<file path="config.mk">
export PLATFORM = sky130hd
export DESIGN_NAME = omt_mux
export DESIGN_NICKNAME = d
export VERILOG_FILES = /design/src/design/omt_pkg.sv /design/src/design/omt_fifo.sv /design/src/design/omt_mux.sv
export SDC_FILE = /design/constraint.sdc
export NUM_CORES = 1
export LEC_CHECK = 0
export BUFFER_PORTS_ARGS = -buffer_cell sky130_fd_sc_hd__buf_2
export CORE_MARGIN = 2
export CORE_UTILIZATION = 60
export DETAILED_ROUTE_END_ITERATION = 6
export GPL_ROUTABILITY_DRIVEN = 1
export HOLD_SLACK_MARGIN = 0.1
export PLACE_DENSITY = 0.85
export RECOVER_POWER = 100
export REMOVE_ABC_BUFFERS = 1
export SLEW_MARGIN = 30
export SYNTH_ARGS = -nofsm -noshare
export SYNTH_HDL_FRONTEND = slang
export SYNTH_SLANG_ARGS = --single-unit
</file>
<file path="constraint.sdc">
create_clock -name mclk_in -period 9.35 [get_ports mclk_in]
set_input_delay 0.4675 -clock mclk_in [delete_from_list [all_inputs] [get_ports mclk_in]]
set_output_delay 0.4675 -clock mclk_in [all_outputs]
set_load 0.01 [all_outputs]
</file>
<file path="src/design/omt_pkg.sv">
// constants, encodings and frame layout of the four-to-one muxponder core
// assumes a single 50 MHz core clock; all users write omt_pkg::name
// What this block does
// - four 2.5 Gbps client streams are combined into one 10 Gbps trunk stream
// - each client rides its own container; four are multiplexed into one trunk frame
// - client overhead bytes pass through unchanged by default
// - when provisioned, regenerator section overhead is terminated, not forwarded
// - trunk overhead bytes carry termination and correction mode to the far end
// - correction check bytes sit inside the trunk frame
// - standard mode uses the block correction code
// - enhanced mode uses the stronger correction code
// - normally the trunk is timed from the shelf timing card clock
// - no holdover: a lost reference is never replaced by a stored estimate
// - with no card clock, switch hitlessly to lowest valid client clock, unless all clients failed since card clocks were lost
// - keep watching card clocks and return to one when it is valid
// - no card clock and no valid client: process no frames
// - one valid client recovered clock can be offered to the timing card
// - optionally squelch client output on trunk loss of signal or remote fault
// - on remote fault, unless squelched, insert multiplex section alarm signal into client outputs
// - correction off, standard or enhanced; trunk rate identical in all three
// - after reset standard correction is selected, enhanced off
// - on loss of communication or far-end loss, a setting picks alarm or squelch
package omt_pkg;
	localparam int CLI_N = 4;
	localparam int BYTE_W = 8;
	localparam int POS_W = 5;
	localparam logic [POS_W-1:0] POS_FAS = 5'h00;
	localparam logic [POS_W-1:0] POS_MODE = 5'h01;
	localparam logic [POS_W-1:0] POS_PAY = 5'h02;
	localparam logic [POS_W-1:0] POS_CHK = 5'h12;
	localparam logic [POS_W-1:0] POS_LAST = 5'h15;
	localparam logic [7:0] FAS_BYTE = 8'hF6;
	localparam logic [7:0] STUFF_BYTE = 8'h55;
	localparam logic [7:0] ZERO_BYTE = 8'h00;
	localparam logic [2:0] MODE_PAD = 3'h0;
	localparam int FIFO_DEPTH = 4;
	localparam int SYNC_W = 15;
	typedef enum logic [1:0] {
		FEC_OFF = 2'h0,
		FEC_RS = 2'h1,
		FEC_ENH = 2'h2
	} omt_fec_e;
	typedef enum logic [2:0] {
		SRC_CARD0 = 3'h0,
		SRC_CARD1 = 3'h1,
		SRC_CLI0 = 3'h2,
		SRC_CLI1 = 3'h3,
		SRC_CLI2 = 3'h4,
		SRC_CLI3 = 3'h5,
		SRC_NONE = 3'h6
	} omt_src_e;
endpackage

</file>
<file path="src/design/omt_fifo.sv">
// small first-in first-out buffer between client mapping and trunk framing
// assumes one clock; depth is a power of two
`timescale 1ns/100ps
module omt_fifo #(
	parameter int W = 8,
	parameter int D = 4
) (
	input wire logic clk_in, // core clock
	input wire logic rst_in, // async reset, high
	input wire logic wr_valid_in, // write offered
	input wire logic [W-1:0] wr_data_in, // write word
	output logic wr_ready_out, // room for a word
	output logic rd_valid_out, // word present
	output logic [W-1:0] rd_data_out, // oldest word
	input wire logic rd_ready_in // drain taken
);
	localparam int AW = $clog2(D);
	logic [W-1:0] mem_q [D];
	logic [AW:0] wp_q;
	logic [AW:0] rp_q;
	wire full = (wp_q[AW] != rp_q[AW]) && (wp_q[AW-1:0] == rp_q[AW-1:0]);
	wire empty = (wp_q == rp_q);
	wire do_wr = wr_valid_in && !full;
	wire do_rd = rd_ready_in && !empty;
	assign wr_ready_out = !full;
	assign rd_valid_out = !empty;
	assign rd_data_out = mem_q[rp_q[AW-1:0]];
	always_ff @(posedge clk_in)
	begin
		if (do_wr)
			mem_q[wp_q[AW-1:0]] <= wr_data_in;
	end
	always_ff @(posedge clk_in or posedge rst_in)
	begin
		if (rst_in)
		begin
			wp_q <= '0;
			rp_q <= '0;
		end
		else
		begin
			if (do_wr)
				wp_q <= wp_q + 1'b1;
			if (do_rd)
				rp_q <= rp_q + 1'b1;
		end
	end
endmodule

</file>
<file path="src/design/omt_mux.sv">
// four-client muxponder core: timing selector, client mapping, trunk framer,
// correction check field and client output alarm policy
// assumes client bytes come from core-clock logic; status lines and the
// trunk clock arrive asynchronously and are synchronised here
`timescale 1ns/100ps
module omt_mux (
	input wire logic mclk_in, // 50 MHz core clock
	input wire logic rst_in, // async reset, high
	input wire logic [1:0] card_clk_ok_in, // timing card clocks present
	input wire logic [3:0] cli_los_in, // client loss of signal
	input wire logic [3:0] cli_lof_in, // client loss of frame
	input wire logic [31:0] cli_data_in, // client bytes, client n at [8n+7:8n]
	input wire logic [3:0] cli_oh_in, // byte is section overhead
	input wire logic [3:0] cli_valid_in, // client byte offered
	output logic [3:0] cli_ready_out, // client byte taken
	input wire logic trunk_clk_in, // trunk byte clock
	input wire logic trunk_los_in, // trunk receiver loss of signal
	input wire logic remote_fault_in, // remote fault indication
	input wire logic trunk_loc_in, // trunk loss of communication
	input wire logic far_los_in, // far-end loss of signal
	input wire logic [1:0] fec_mode_in, // correction mode to load
	input wire logic fec_load_in, // load correction mode
	input wire logic rs_term_in, // terminate section overhead
	input wire logic squelch_en_in, // squelch on los or remote fault
	input wire logic loc_ais_in, // loc/far los: 1 alarm, 0 squelch
	input wire logic [1:0] ref_sel_in, // client offered to card
	output logic [7:0] trunk_data_out, // trunk byte
	output logic trunk_frame_out, // first byte of trunk frame
	output logic [1:0] fec_mode_out, // active correction mode
	output logic [2:0] tsel_src_out, // timing source in use
	output logic tsel_change_out, // source changed, one cycle
	output logic frame_hold_out, // no frames processed
	output logic [1:0] ref_sel_out, // client offered to card
	output logic ref_valid_out, // offered clock is valid
	output logic cli_squelch_out, // client outputs squelched
	output logic cli_ais_out // alarm signal inserted in clients
);
	// ---------------------------------------------------------------
	// input synchronisers
	// ---------------------------------------------------------------
	logic [omt_pkg::SYNC_W-1:0] meta_q;
	logic [omt_pkg::SYNC_W-1:0] sync_q;
	logic s_tclk, s_flos, s_loc, s_rf, s_tlos;
	logic [3:0] s_lof, s_los;
	logic [1:0] s_card;
	logic tclk_q;
	always_ff @(posedge mclk_in or posedge rst_in)
	begin
		if (rst_in)
		begin
			meta_q <= '0;
			sync_q <= '0;
			tclk_q <= 1'b0;
		end
		else
		begin
			meta_q <= {trunk_clk_in, far_los_in, trunk_loc_in, remote_fault_in,
				trunk_los_in, cli_lof_in, cli_los_in, card_clk_ok_in};
			sync_q <= meta_q;
			tclk_q <= s_tclk;
		end
	end
	assign {s_tclk, s_flos, s_loc, s_rf, s_tlos, s_lof, s_los, s_card} = sync_q;
	wire tk_edge = s_tclk && !tclk_q;

	// ---------------------------------------------------------------
	// timing selector
	// ---------------------------------------------------------------
	wire [3:0] cli_ok = ~s_los & ~s_lof;
	omt_pkg::omt_src_e src_q, src_d;
	logic hold_q;
	logic starve_q;
	wire card_any = |s_card;
	function automatic logic cli_of(input omt_pkg::omt_src_e s, input logic [3:0] ok);
		logic r;
		r = 1'b0;
		case (s)
			omt_pkg::SRC_CLI0: r = ok[0];
			omt_pkg::SRC_CLI1: r = ok[1];
			omt_pkg::SRC_CLI2: r = ok[2];
			omt_pkg::SRC_CLI3: r = ok[3];
			default: r = 1'b0;
		endcase
		return r;
	endfunction
	// staying on a still-valid client avoids needless reference hops
	always_comb
	begin
		src_d = omt_pkg::SRC_NONE;
		if (s_card[0])
			src_d = omt_pkg::SRC_CARD0;
		else if (s_card[1])
			src_d = omt_pkg::SRC_CARD1;
		else if (starve_q)
			src_d = omt_pkg::SRC_NONE;
		else if (cli_of(src_q, cli_ok))
			src_d = src_q;
		else if (cli_ok[0])
			src_d = omt_pkg::SRC_CLI0;
		else if (cli_ok[1])
			src_d = omt_pkg::SRC_CLI1;
		else if (cli_ok[2])
			src_d = omt_pkg::SRC_CLI2;
		else if (cli_ok[3])
			src_d = omt_pkg::SRC_CLI3;
	end
	// no stored frequency: with nothing valid the source is simply none
	always_ff @(posedge mclk_in or posedge rst_in)
	begin
		if (rst_in)
		begin
			src_q <= omt_pkg::SRC_NONE;
			hold_q <= 1'b1;
			starve_q <= 1'b0;
			tsel_change_out <= 1'b0;
		end
		else
		begin
			src_q <= src_d;
			hold_q <= (src_d == omt_pkg::SRC_NONE);
			// once starved, a returning client is not trusted; only a card clock ends the wait
			starve_q <= !card_any && (starve_q || !(|cli_ok));
			tsel_change_out <= (src_d != src_q);
		end
	end
	assign tsel_src_out = src_q;
	assign frame_hold_out = hold_q;

	// ---------------------------------------------------------------
	// reference offered to the timing card
	// ---------------------------------------------------------------
	always_ff @(posedge mclk_in or posedge rst_in)
	begin
		if (rst_in)
		begin
			ref_sel_out <= 2'h0;
			ref_valid_out <= 1'b0;
		end
		else
		begin
			ref_sel_out <= ref_sel_in;
			ref_valid_out <= cli_ok[ref_sel_in];
		end
	end

	// ---------------------------------------------------------------
	// client mapping into the buffer
	// ---------------------------------------------------------------
	logic [1:0] slot_q;
	logic fifo_wr_ready, fifo_rd_valid;
	logic [7:0] fifo_rd_data;
	wire [7:0] slot_byte = cli_data_in[slot_q*8 +: 8];
	// a stalled client holds its slot so interleave order stays fixed
	wire slot_take = cli_valid_in[slot_q] && fifo_wr_ready && !hold_q;
	wire term_byte = rs_term_in && cli_oh_in[slot_q];
	wire [7:0] map_byte = term_byte ? omt_pkg::ZERO_BYTE : slot_byte;
	assign cli_ready_out = slot_take ? (4'h1 << slot_q) : 4'h0;
	always_ff @(posedge mclk_in or posedge rst_in)
	begin
		if (rst_in)
			slot_q <= 2'h0;
		else if (slot_take)
			slot_q <= slot_q + 2'h1;
	end

	// ---------------------------------------------------------------
	// trunk framer
	// ---------------------------------------------------------------
	logic [omt_pkg::POS_W-1:0] pos_q;
	logic [7:0] chk_q;
	logic [1:0] fec_q;
	wire in_pay = (pos_q >= omt_pkg::POS_PAY) && (pos_q < omt_pkg::POS_CHK);
	wire fifo_pop = tk_edge && in_pay && !hold_q;
	wire [7:0] pay_byte = fifo_rd_valid ? fifo_rd_data : omt_pkg::STUFF_BYTE;
	// check field: xor accumulate in standard mode, rotate-add in enhanced;
	// the field length never changes so the line rate is fixed
	wire [7:0] chk_d = (fec_q == omt_pkg::FEC_RS) ? (chk_q ^ pay_byte) :
		(fec_q == omt_pkg::FEC_ENH) ? ({chk_q[6:0], chk_q[7]} + pay_byte) :
		omt_pkg::ZERO_BYTE;
	wire [7:0] mode_byte = {omt_pkg::MODE_PAD, rs_term_in, 2'h0, fec_q};
	wire [7:0] out_byte = (pos_q == omt_pkg::POS_FAS) ? omt_pkg::FAS_BYTE :
		(pos_q == omt_pkg::POS_MODE) ? mode_byte :
		in_pay ? pay_byte : chk_q;
	always_ff @(posedge mclk_in or posedge rst_in)
	begin
		if (rst_in)
			fec_q <= omt_pkg::FEC_RS;
		else if (fec_load_in)
			fec_q <= fec_mode_in;
	end
	assign fec_mode_out = fec_q;
	always_ff @(posedge mclk_in or posedge rst_in)
	begin
		if (rst_in)
		begin
			pos_q <= omt_pkg::POS_FAS;
			chk_q <= omt_pkg::ZERO_BYTE;
			trunk_data_out <= omt_pkg::ZERO_BYTE;
			trunk_frame_out <= 1'b0;
		end
		else if (hold_q)
		begin
			pos_q <= omt_pkg::POS_FAS;
			chk_q <= omt_pkg::ZERO_BYTE;
			trunk_frame_out <= 1'b0;
		end
		else if (tk_edge)
		begin
			trunk_data_out <= out_byte;
			trunk_frame_out <= (pos_q == omt_pkg::POS_FAS);
			pos_q <= (pos_q == omt_pkg::POS_LAST) ? omt_pkg::POS_FAS : pos_q + 1'b1;
			if (pos_q == omt_pkg::POS_FAS)
				chk_q <= omt_pkg::ZERO_BYTE;
			else if (in_pay)
				chk_q <= chk_d;
		end
	end

	omt_fifo #(
		.W(omt_pkg::BYTE_W),
		.D(omt_pkg::FIFO_DEPTH)
	) u_fifo (
		.clk_in(mclk_in),
		.rst_in(rst_in),
		.wr_valid_in(slot_take),
		.wr_data_in(map_byte),
		.wr_ready_out(fifo_wr_ready),
		.rd_valid_out(fifo_rd_valid),
		.rd_data_out(fifo_rd_data),
		.rd_ready_in(fifo_pop)
	);

	// ---------------------------------------------------------------
	// client output alarm policy
	// ---------------------------------------------------------------
	wire loc_any = s_loc || s_flos;
	wire sq_d = (squelch_en_in && (s_tlos || s_rf)) || (!loc_ais_in && loc_any);
	wire ais_d = !sq_d && (s_rf || (loc_ais_in && loc_any));
	always_ff @(posedge mclk_in or posedge rst_in)
	begin
		if (rst_in)
		begin
			cli_squelch_out <= 1'b0;
			cli_ais_out <= 1'b0;
		end
		else
		begin
			cli_squelch_out <= sq_d;
			cli_ais_out <= ais_d;
		end
	end
endmodule

</file>
Yosys cells after proc, flatten, opt, wreduce, memory -nomap -nowiden
Memory sizes are Yosys's and may differ from the RTL's. Index checks and enable logic that the tools add are counted.

Logic and storage cells: 121. Register bits: 74. Input bits: 65. Bits in writable memories: 32. Output and inout bits: 25. Memories kept: 1.

Memories: u_fifo.mem_q (words 4, width 8, rd ports 1, clocked after Yosys merged registers in 0, write ports 1, line omt_fifo.sv:18) `logic [W-1:0] mem_q [D];`.

Eq/ne operators: 13. Multiplexer cells: 37. Bitwise gates (word level): 5. Magnitude comparators: 4. Reduce and logical (&&, ||, !) cells: 35. Shift-type cells: 2. Add/subtract/negate cells: 5.

Operator list (number): 8-bit two-way mux (11); 32-bit by 6-bit variable part select with 8-bit output (1); 3-bit two-way mux (6); 1-bit logical AND (15); 5-bit two-way mux (3); 1-bit two-way mux (10); 3-bit == test (second input constant) (3); 8-bit adder (1); 1-bit zero test (8); 4-bit NOT (2); 8-bit XOR (1); 3-bit by 1-bit adder with 3-bit output (second input constant) (2); 1-bit binary-select mux with 2-bit select (3); 3-bit by 2-bit == test with 1-bit output (second input constant) (2); 2-bit by 3-bit less-than comparator with 1-bit output (second input constant) (2); 5-bit by 1-bit adder with 5-bit output (second input constant) (1); 5-bit by 1-bit == test with 1-bit output (second input constant) (1); 5-bit == test (second input constant) (1); 5-bit by 2-bit greater-or-equal comparator with 1-bit output (second input constant) (1); 5-bit zero test (1); 1-bit logical OR (5); 5-bit less-than comparator (second input constant) (1); 4-bit bitwise AND (1); 2-bit two-way mux (2); other kinds (16) (17).

Longest topological paths before layout
Word-level depth: 11. Mapped depth: 11. Depth with buffers taken out: 10.

Modules after synthesis
From an unflattened synthesis, not the netlist that was laid out.

Cell total of the unflattened synthesis: 434. Area total of the unflattened synthesis: 5277.6 um2.

Modules (own cells, without submodules): omt_mux (sequential area each 1706.6 um2, instances 1, cells each 344, area each 3656.0 um2); omt_fifo (sequential area each 1111.1 um2, instances 1, cells each 90, area each 1621.6 um2).

Least setup slack after synthesis
Ideal clock, no wire load.

Path kind: flip-flop to flip-flop. From: reg u_fifo.rp_q[0]. To: reg chk_q[6]. Stages on the path, launching flop included: 11. Setup time: 0.126 ns. Path buffers: 1. Clock period less this slack: 2.931 ns. Setup slack: 6.419 ns. Arrival time: 2.805 ns. Required time: 9.224 ns. Cells stage by stage: dfrtp_1 > buf_6 > mux4_2 > a31o_2 > ha_1 > fa_1 > a21o_1 > a21oi_1 > o21ai_0 > xor2_1 > a221o_1.

Word-level cells in the longest chain between the ends: 9. Elaborated cells between the ends (all ways): 11. Classes of those cells: add/sub: 1; eq/ne: 1; mux: 7; bitwise: 1; memory: 1.

Ends and longest elaborated chain: from (decl) (line omt_fifo.sv:20) `logic [AW:0] rp_q;`; from (signal assigned) (line omt_fifo.sv:45) `rp_q <= rp_q + 1'b1;`; memory read 4 x 8 bit / 3-bit == test (equally long branches); 8-bit two-way mux * (line omt_mux.sv:174) `wire [7:0] pay_byte = fifo_rd_valid ? fifo_rd_data : omt_pkg::STUFF_BYTE;`; 8-bit adder (line omt_mux.sv:178) `(fec_q == omt_pkg::FEC_ENH) ? ({chk_q[6:0], chk_q[7]} + pay_byte) :`; 8-bit two-way mux (line omt_mux.sv:178); 8-bit two-way mux * (line omt_mux.sv:177) `wire [7:0] chk_d = (fec_q == omt_pkg::FEC_RS) ? (chk_q ^ pay_byte) :`; 8-bit two-way mux * (line omt_mux.sv:214) `else if (in_pay)`; 8-bit two-way mux * (line omt_mux.sv:212) `if (pos_q == omt_pkg::POS_FAS)`; 8-bit two-way mux * (line omt_mux.sv:207) `else if (tk_edge)`; 8-bit two-way mux * (line omt_mux.sv:201) `else if (hold_q)`; to (signal assigned) (line omt_mux.sv:204) `chk_q <= omt_pkg::ZERO_BYTE;`; to (signal assigned) (line omt_mux.sv:213) `chk_q <= omt_pkg::ZERO_BYTE;`; to (signal assigned) (line omt_mux.sv:215) `chk_q <= chk_d;`; to (decl) (line omt_mux.sv:170) `logic [7:0] chk_q;`.

Mark *: on every way between the ends. The rest lies on a longest branch, timed or not. The select of a mux whose other input is x is not followed. A chain may end at the register's enable or synchronous reset.

==> results.tsv <==
metric	value	unit
power.leakage	2.436	nW
core	8217	sq um
drc	0	
syn_area_per_cell	13.17	sq um
synth_flop_cell	dfrtp_1	
crit_fanout	74	
drt_iter0_drc	151	
violations	max-capacitance violations, max-slew violations	
fin_skew	0.01452	ns
p_comb_share	41.2	%
synth_top_family_by_area	compound AO/OA/AOI/OAI gates	
muxShareOfSynthArea	10.75	%
post-route-period-util	39.17	%
ys_types	65	
cap_violations	1	
worstReg2RegEnd	chk_q[7]$_DFFE_PP0P_	
status	finished with violations	
wl_per_cell	16.94	microns
ctsHtreeMaxLevel	3	
clock_latency	0.37	ns
port_buffers	89	
gr-total-overflow	0	
clkTransAtPathRegs	0.12	ns
fin_setup_tns	0	ns
drive_gt1_share	24.27	%
grt_pass1_vias	3531	
area_delta_synth_final	12.86	%
rsz0062_at_grt	false	
slew_violations	75	
regArea	2818	sq um
setup_ws	5.687	ns
clockPowerShare	16.8	%
nets	563	
crit_arrival	3.29	ns
cts_max_path_buffers	2	
ys_ff_latch	106	
hold_viol	0	
required	8.97	ns
synth-edff-count	32	
gp_congestion	0.9581	
synth_compound_area_share	11.58	%
dpl.hpwl	7420	microns
synth-simple-area-share	11.02	%
dpl.cell_count	571	
dr_total_vias	3501	
fin_total_pwr	1.726	mW
netlist_area	5099	sq um
seq_area_frac_synth	55.26	%
hold_path_depth	1	
hold_path_end	meta_q[10]$_DFF_PP0_	
tightest_slew	3.779	ns
period_needed	3.663	ns
ioPinCount	90	
die_w	96.19	microns
synthAdderAreaFrac	5.301	%
start_kind	primary input	
die_area	9252	sq um
drtPass1Iterations	4	
cts_buffers	9	
p_int	1.056	mW
end_kind	async pin	
worstSetupPathType	in2async	
netlist_instances	387	
grt_max_degree	75	
max_clock_freq	273.0	MHz
ant_nets	0	
cts_tree	done	
grt_pass1_wl	16400	microns
sequentialPowerShare	42.0	%
rr_startpoint	u_fifo.rp_q[0]$_DFFE_PP0P_	
yosysWarnings	0	
synthXorXnorAreaFrac	3.239	%
pre_cts_slack	6.000	ns
drt_wl_total	9942	microns
cts_hold_buf	0	
grt_usage	23.39	%
regToRegSetupSlack	5.96	ns
root_buffer	clkbuf_8	
multiInputGateArea	2096	sq um
p_sw	669.4	uW
rows	33	
min_from	trunk_los_in	
r2r_cells	9	
antenna_found_initial	0	
min_path_type	in2reg	
slew_headroom	-152.0	%
fin_cells	587	
diodes	0	
viasPerCell	5.964	
fillerInstances	592	
start_util	62.05	%
finalSetupViolations	0	
cts_setup_buffers	0	
finalHoldWorstSlack	0.1873	ns
power_density	299.9	nW/um^2
cts.repair.resized	0	
die_h	96.19	microns
swShare	38.79	%
ir_worst_vdd	0.1855	mV
cts_sinks	106	
async_flop_share	69.81	%
## metrics by stage
| step | area [sq um] | utilization, % |
|---|---|---|
| 3_5_place_dp | 5613 | 68.31 |
| 6_report | 5754 | 70.03 |
| 5_1_grt | 5754 | 70.03 |
| 4_1_cts | 5828 | 70.93 |
| 3_3_place_gp | 5613 | 68.31 |
| 2_1_floorplan | 5006 | - |
## registers in the layout, summed over array words and instances, names as in the netlist, 2 cells and up
signal          cells
u_fifo.mem_q       32
meta_q             15
sync_q             15
chk_q               8
trunk_data_out      8
pos_q               5
tsel_src_out        3
u_fifo.rp_q         3
u_fifo.wp_q         3
fec_mode_out        2
ref_sel_out         2
slot_q              2
## kinds of logic (layout without fill, tap and decap cells)
family	Yosys count	in the layout
XOR/XNOR	18	18
multiplexers	30	30
adder cells (fa/ha/maj)	21	21
flip-flops	106	106
AO/OA/AOI/OAI	85	85
AND/OR/NAND/NOR	99	99
buffers and inverters	28	123
## synth_stat cells, drive strengths merged (3+ instances only)
cell / number / area [sq um]
nor2: 29 / 111.4
nor3b: 5 / 37.54
a21o: 4 / 30.03
xnor2: 10 / 87.58
a221o: 3 / 30.03
inv: 14 / 52.55
nor3: 12 / 82.58
and2: 9 / 56.31
o21ai: 25 / 125.1
nor2b: 12 / 75.07
o2bb2ai: 4 / 35.03
dfstp: 4 / 105.1
mux2: 5 / 60.05
clkbuf: 7 / 36.28
edfxtp: 32 / 960.9
a31oi: 4 / 25.02
mux4: 19 / 427.9
o31a: 4 / 35.03
xor2: 8 / 77.58
nand2: 16 / 60.06
buf: 7 / 56.30
o21a: 3 / 22.52
mux2i: 6 / 60.06
nor4b: 3 / 41.29
o32a: 3 / 31.28
ha: 20 / 250.2
a211o: 3 / 26.28
a211oi: 5 / 37.54
a21oi: 10 / 50.05
dfrtp: 70 / 1752
## routing by layer
metal  up-vias  global-route usage (%)  routed length, microns
li1       1615                       -                       -
met5         -                       0                       0
met3        13                   3.759                     601
met4         0                   7.619                     133
met2       138                   40.51                    5118
met1      1735                   30.19                    4088
## worst max-delay path, stage by stage
cell and delay [ns]:
buf_2 0.09, inv_1 0.04, clkbuf_1 2.64
## layout by cell type, fill, tap and decap left out, drive strengths merged, types with 10 or more instances in the layout
master and count:
nor2b 12, o21ai 25, xnor2 10, nor3 12, ha 20, buf 70, a21oi 10, nor2 29
inv 19, edfxtp 32, nand2 16, clkbuf 32, dfrtp 70, mux4 19
## how the worst max path moves through the flow
| stage | startpoint | slack, ns | depth (start not counted) | end |
|---|---|---|---|---|
| 4_1_cts | u_fifo.rp_q[0]$_DFFE_PP0P_ | 5.98 | 9 | chk_q[6]$_DFFE_PP0P_ |
| 3_3_place_gp | u_fifo.rp_q[0]$_DFFE_PP0P_ | 6.01 | 9 | chk_q[6]$_DFFE_PP0P_ |
| 5_1_grt | rst_in | 4.76 | 3 | trunk_data_out[1]$_DFFE_PP0P_ |
| 2_1_floorplan | u_fifo.rp_q[0]$_DFFE_PP0P_ | 6.22 | 9 | chk_q[6]$_DFFE_PP0P_ |
| 6_report | rst_in | 5.69 | 3 | trunk_data_out[1]$_DFFE_PP0P_ |
| 3_5_place_dp | u_fifo.rp_q[0]$_DFFE_PP0P_ | 6.00 | 9 | chk_q[6]$_DFFE_PP0P_ |
## power groups by stage
stage	clock, mW	combinational [mW]	sequential, mW
2_1_floorplan	0	0.541	0.717
3_3_place_gp	0	0.697	0.728
3_5_place_dp	0	0.732	0.736
4_1_cts	0.292	0.735	0.729
5_1_grt	0.311	0.790	0.743
6_report	0.290	0.711	0.725
## area by class of cell
cell class | instances | area share, %
multi-input combinational | 253 | 36.42
timing repair buffer | 93 | 7.676
clock buffer | 9 | 2.153
sequential | 106 | 48.97
inverter | 14 | 0.9132
clock inverter | 7 | 1.587
tap | 105 | 2.283
No activity file was read; power rests on OpenSTA's default activity.
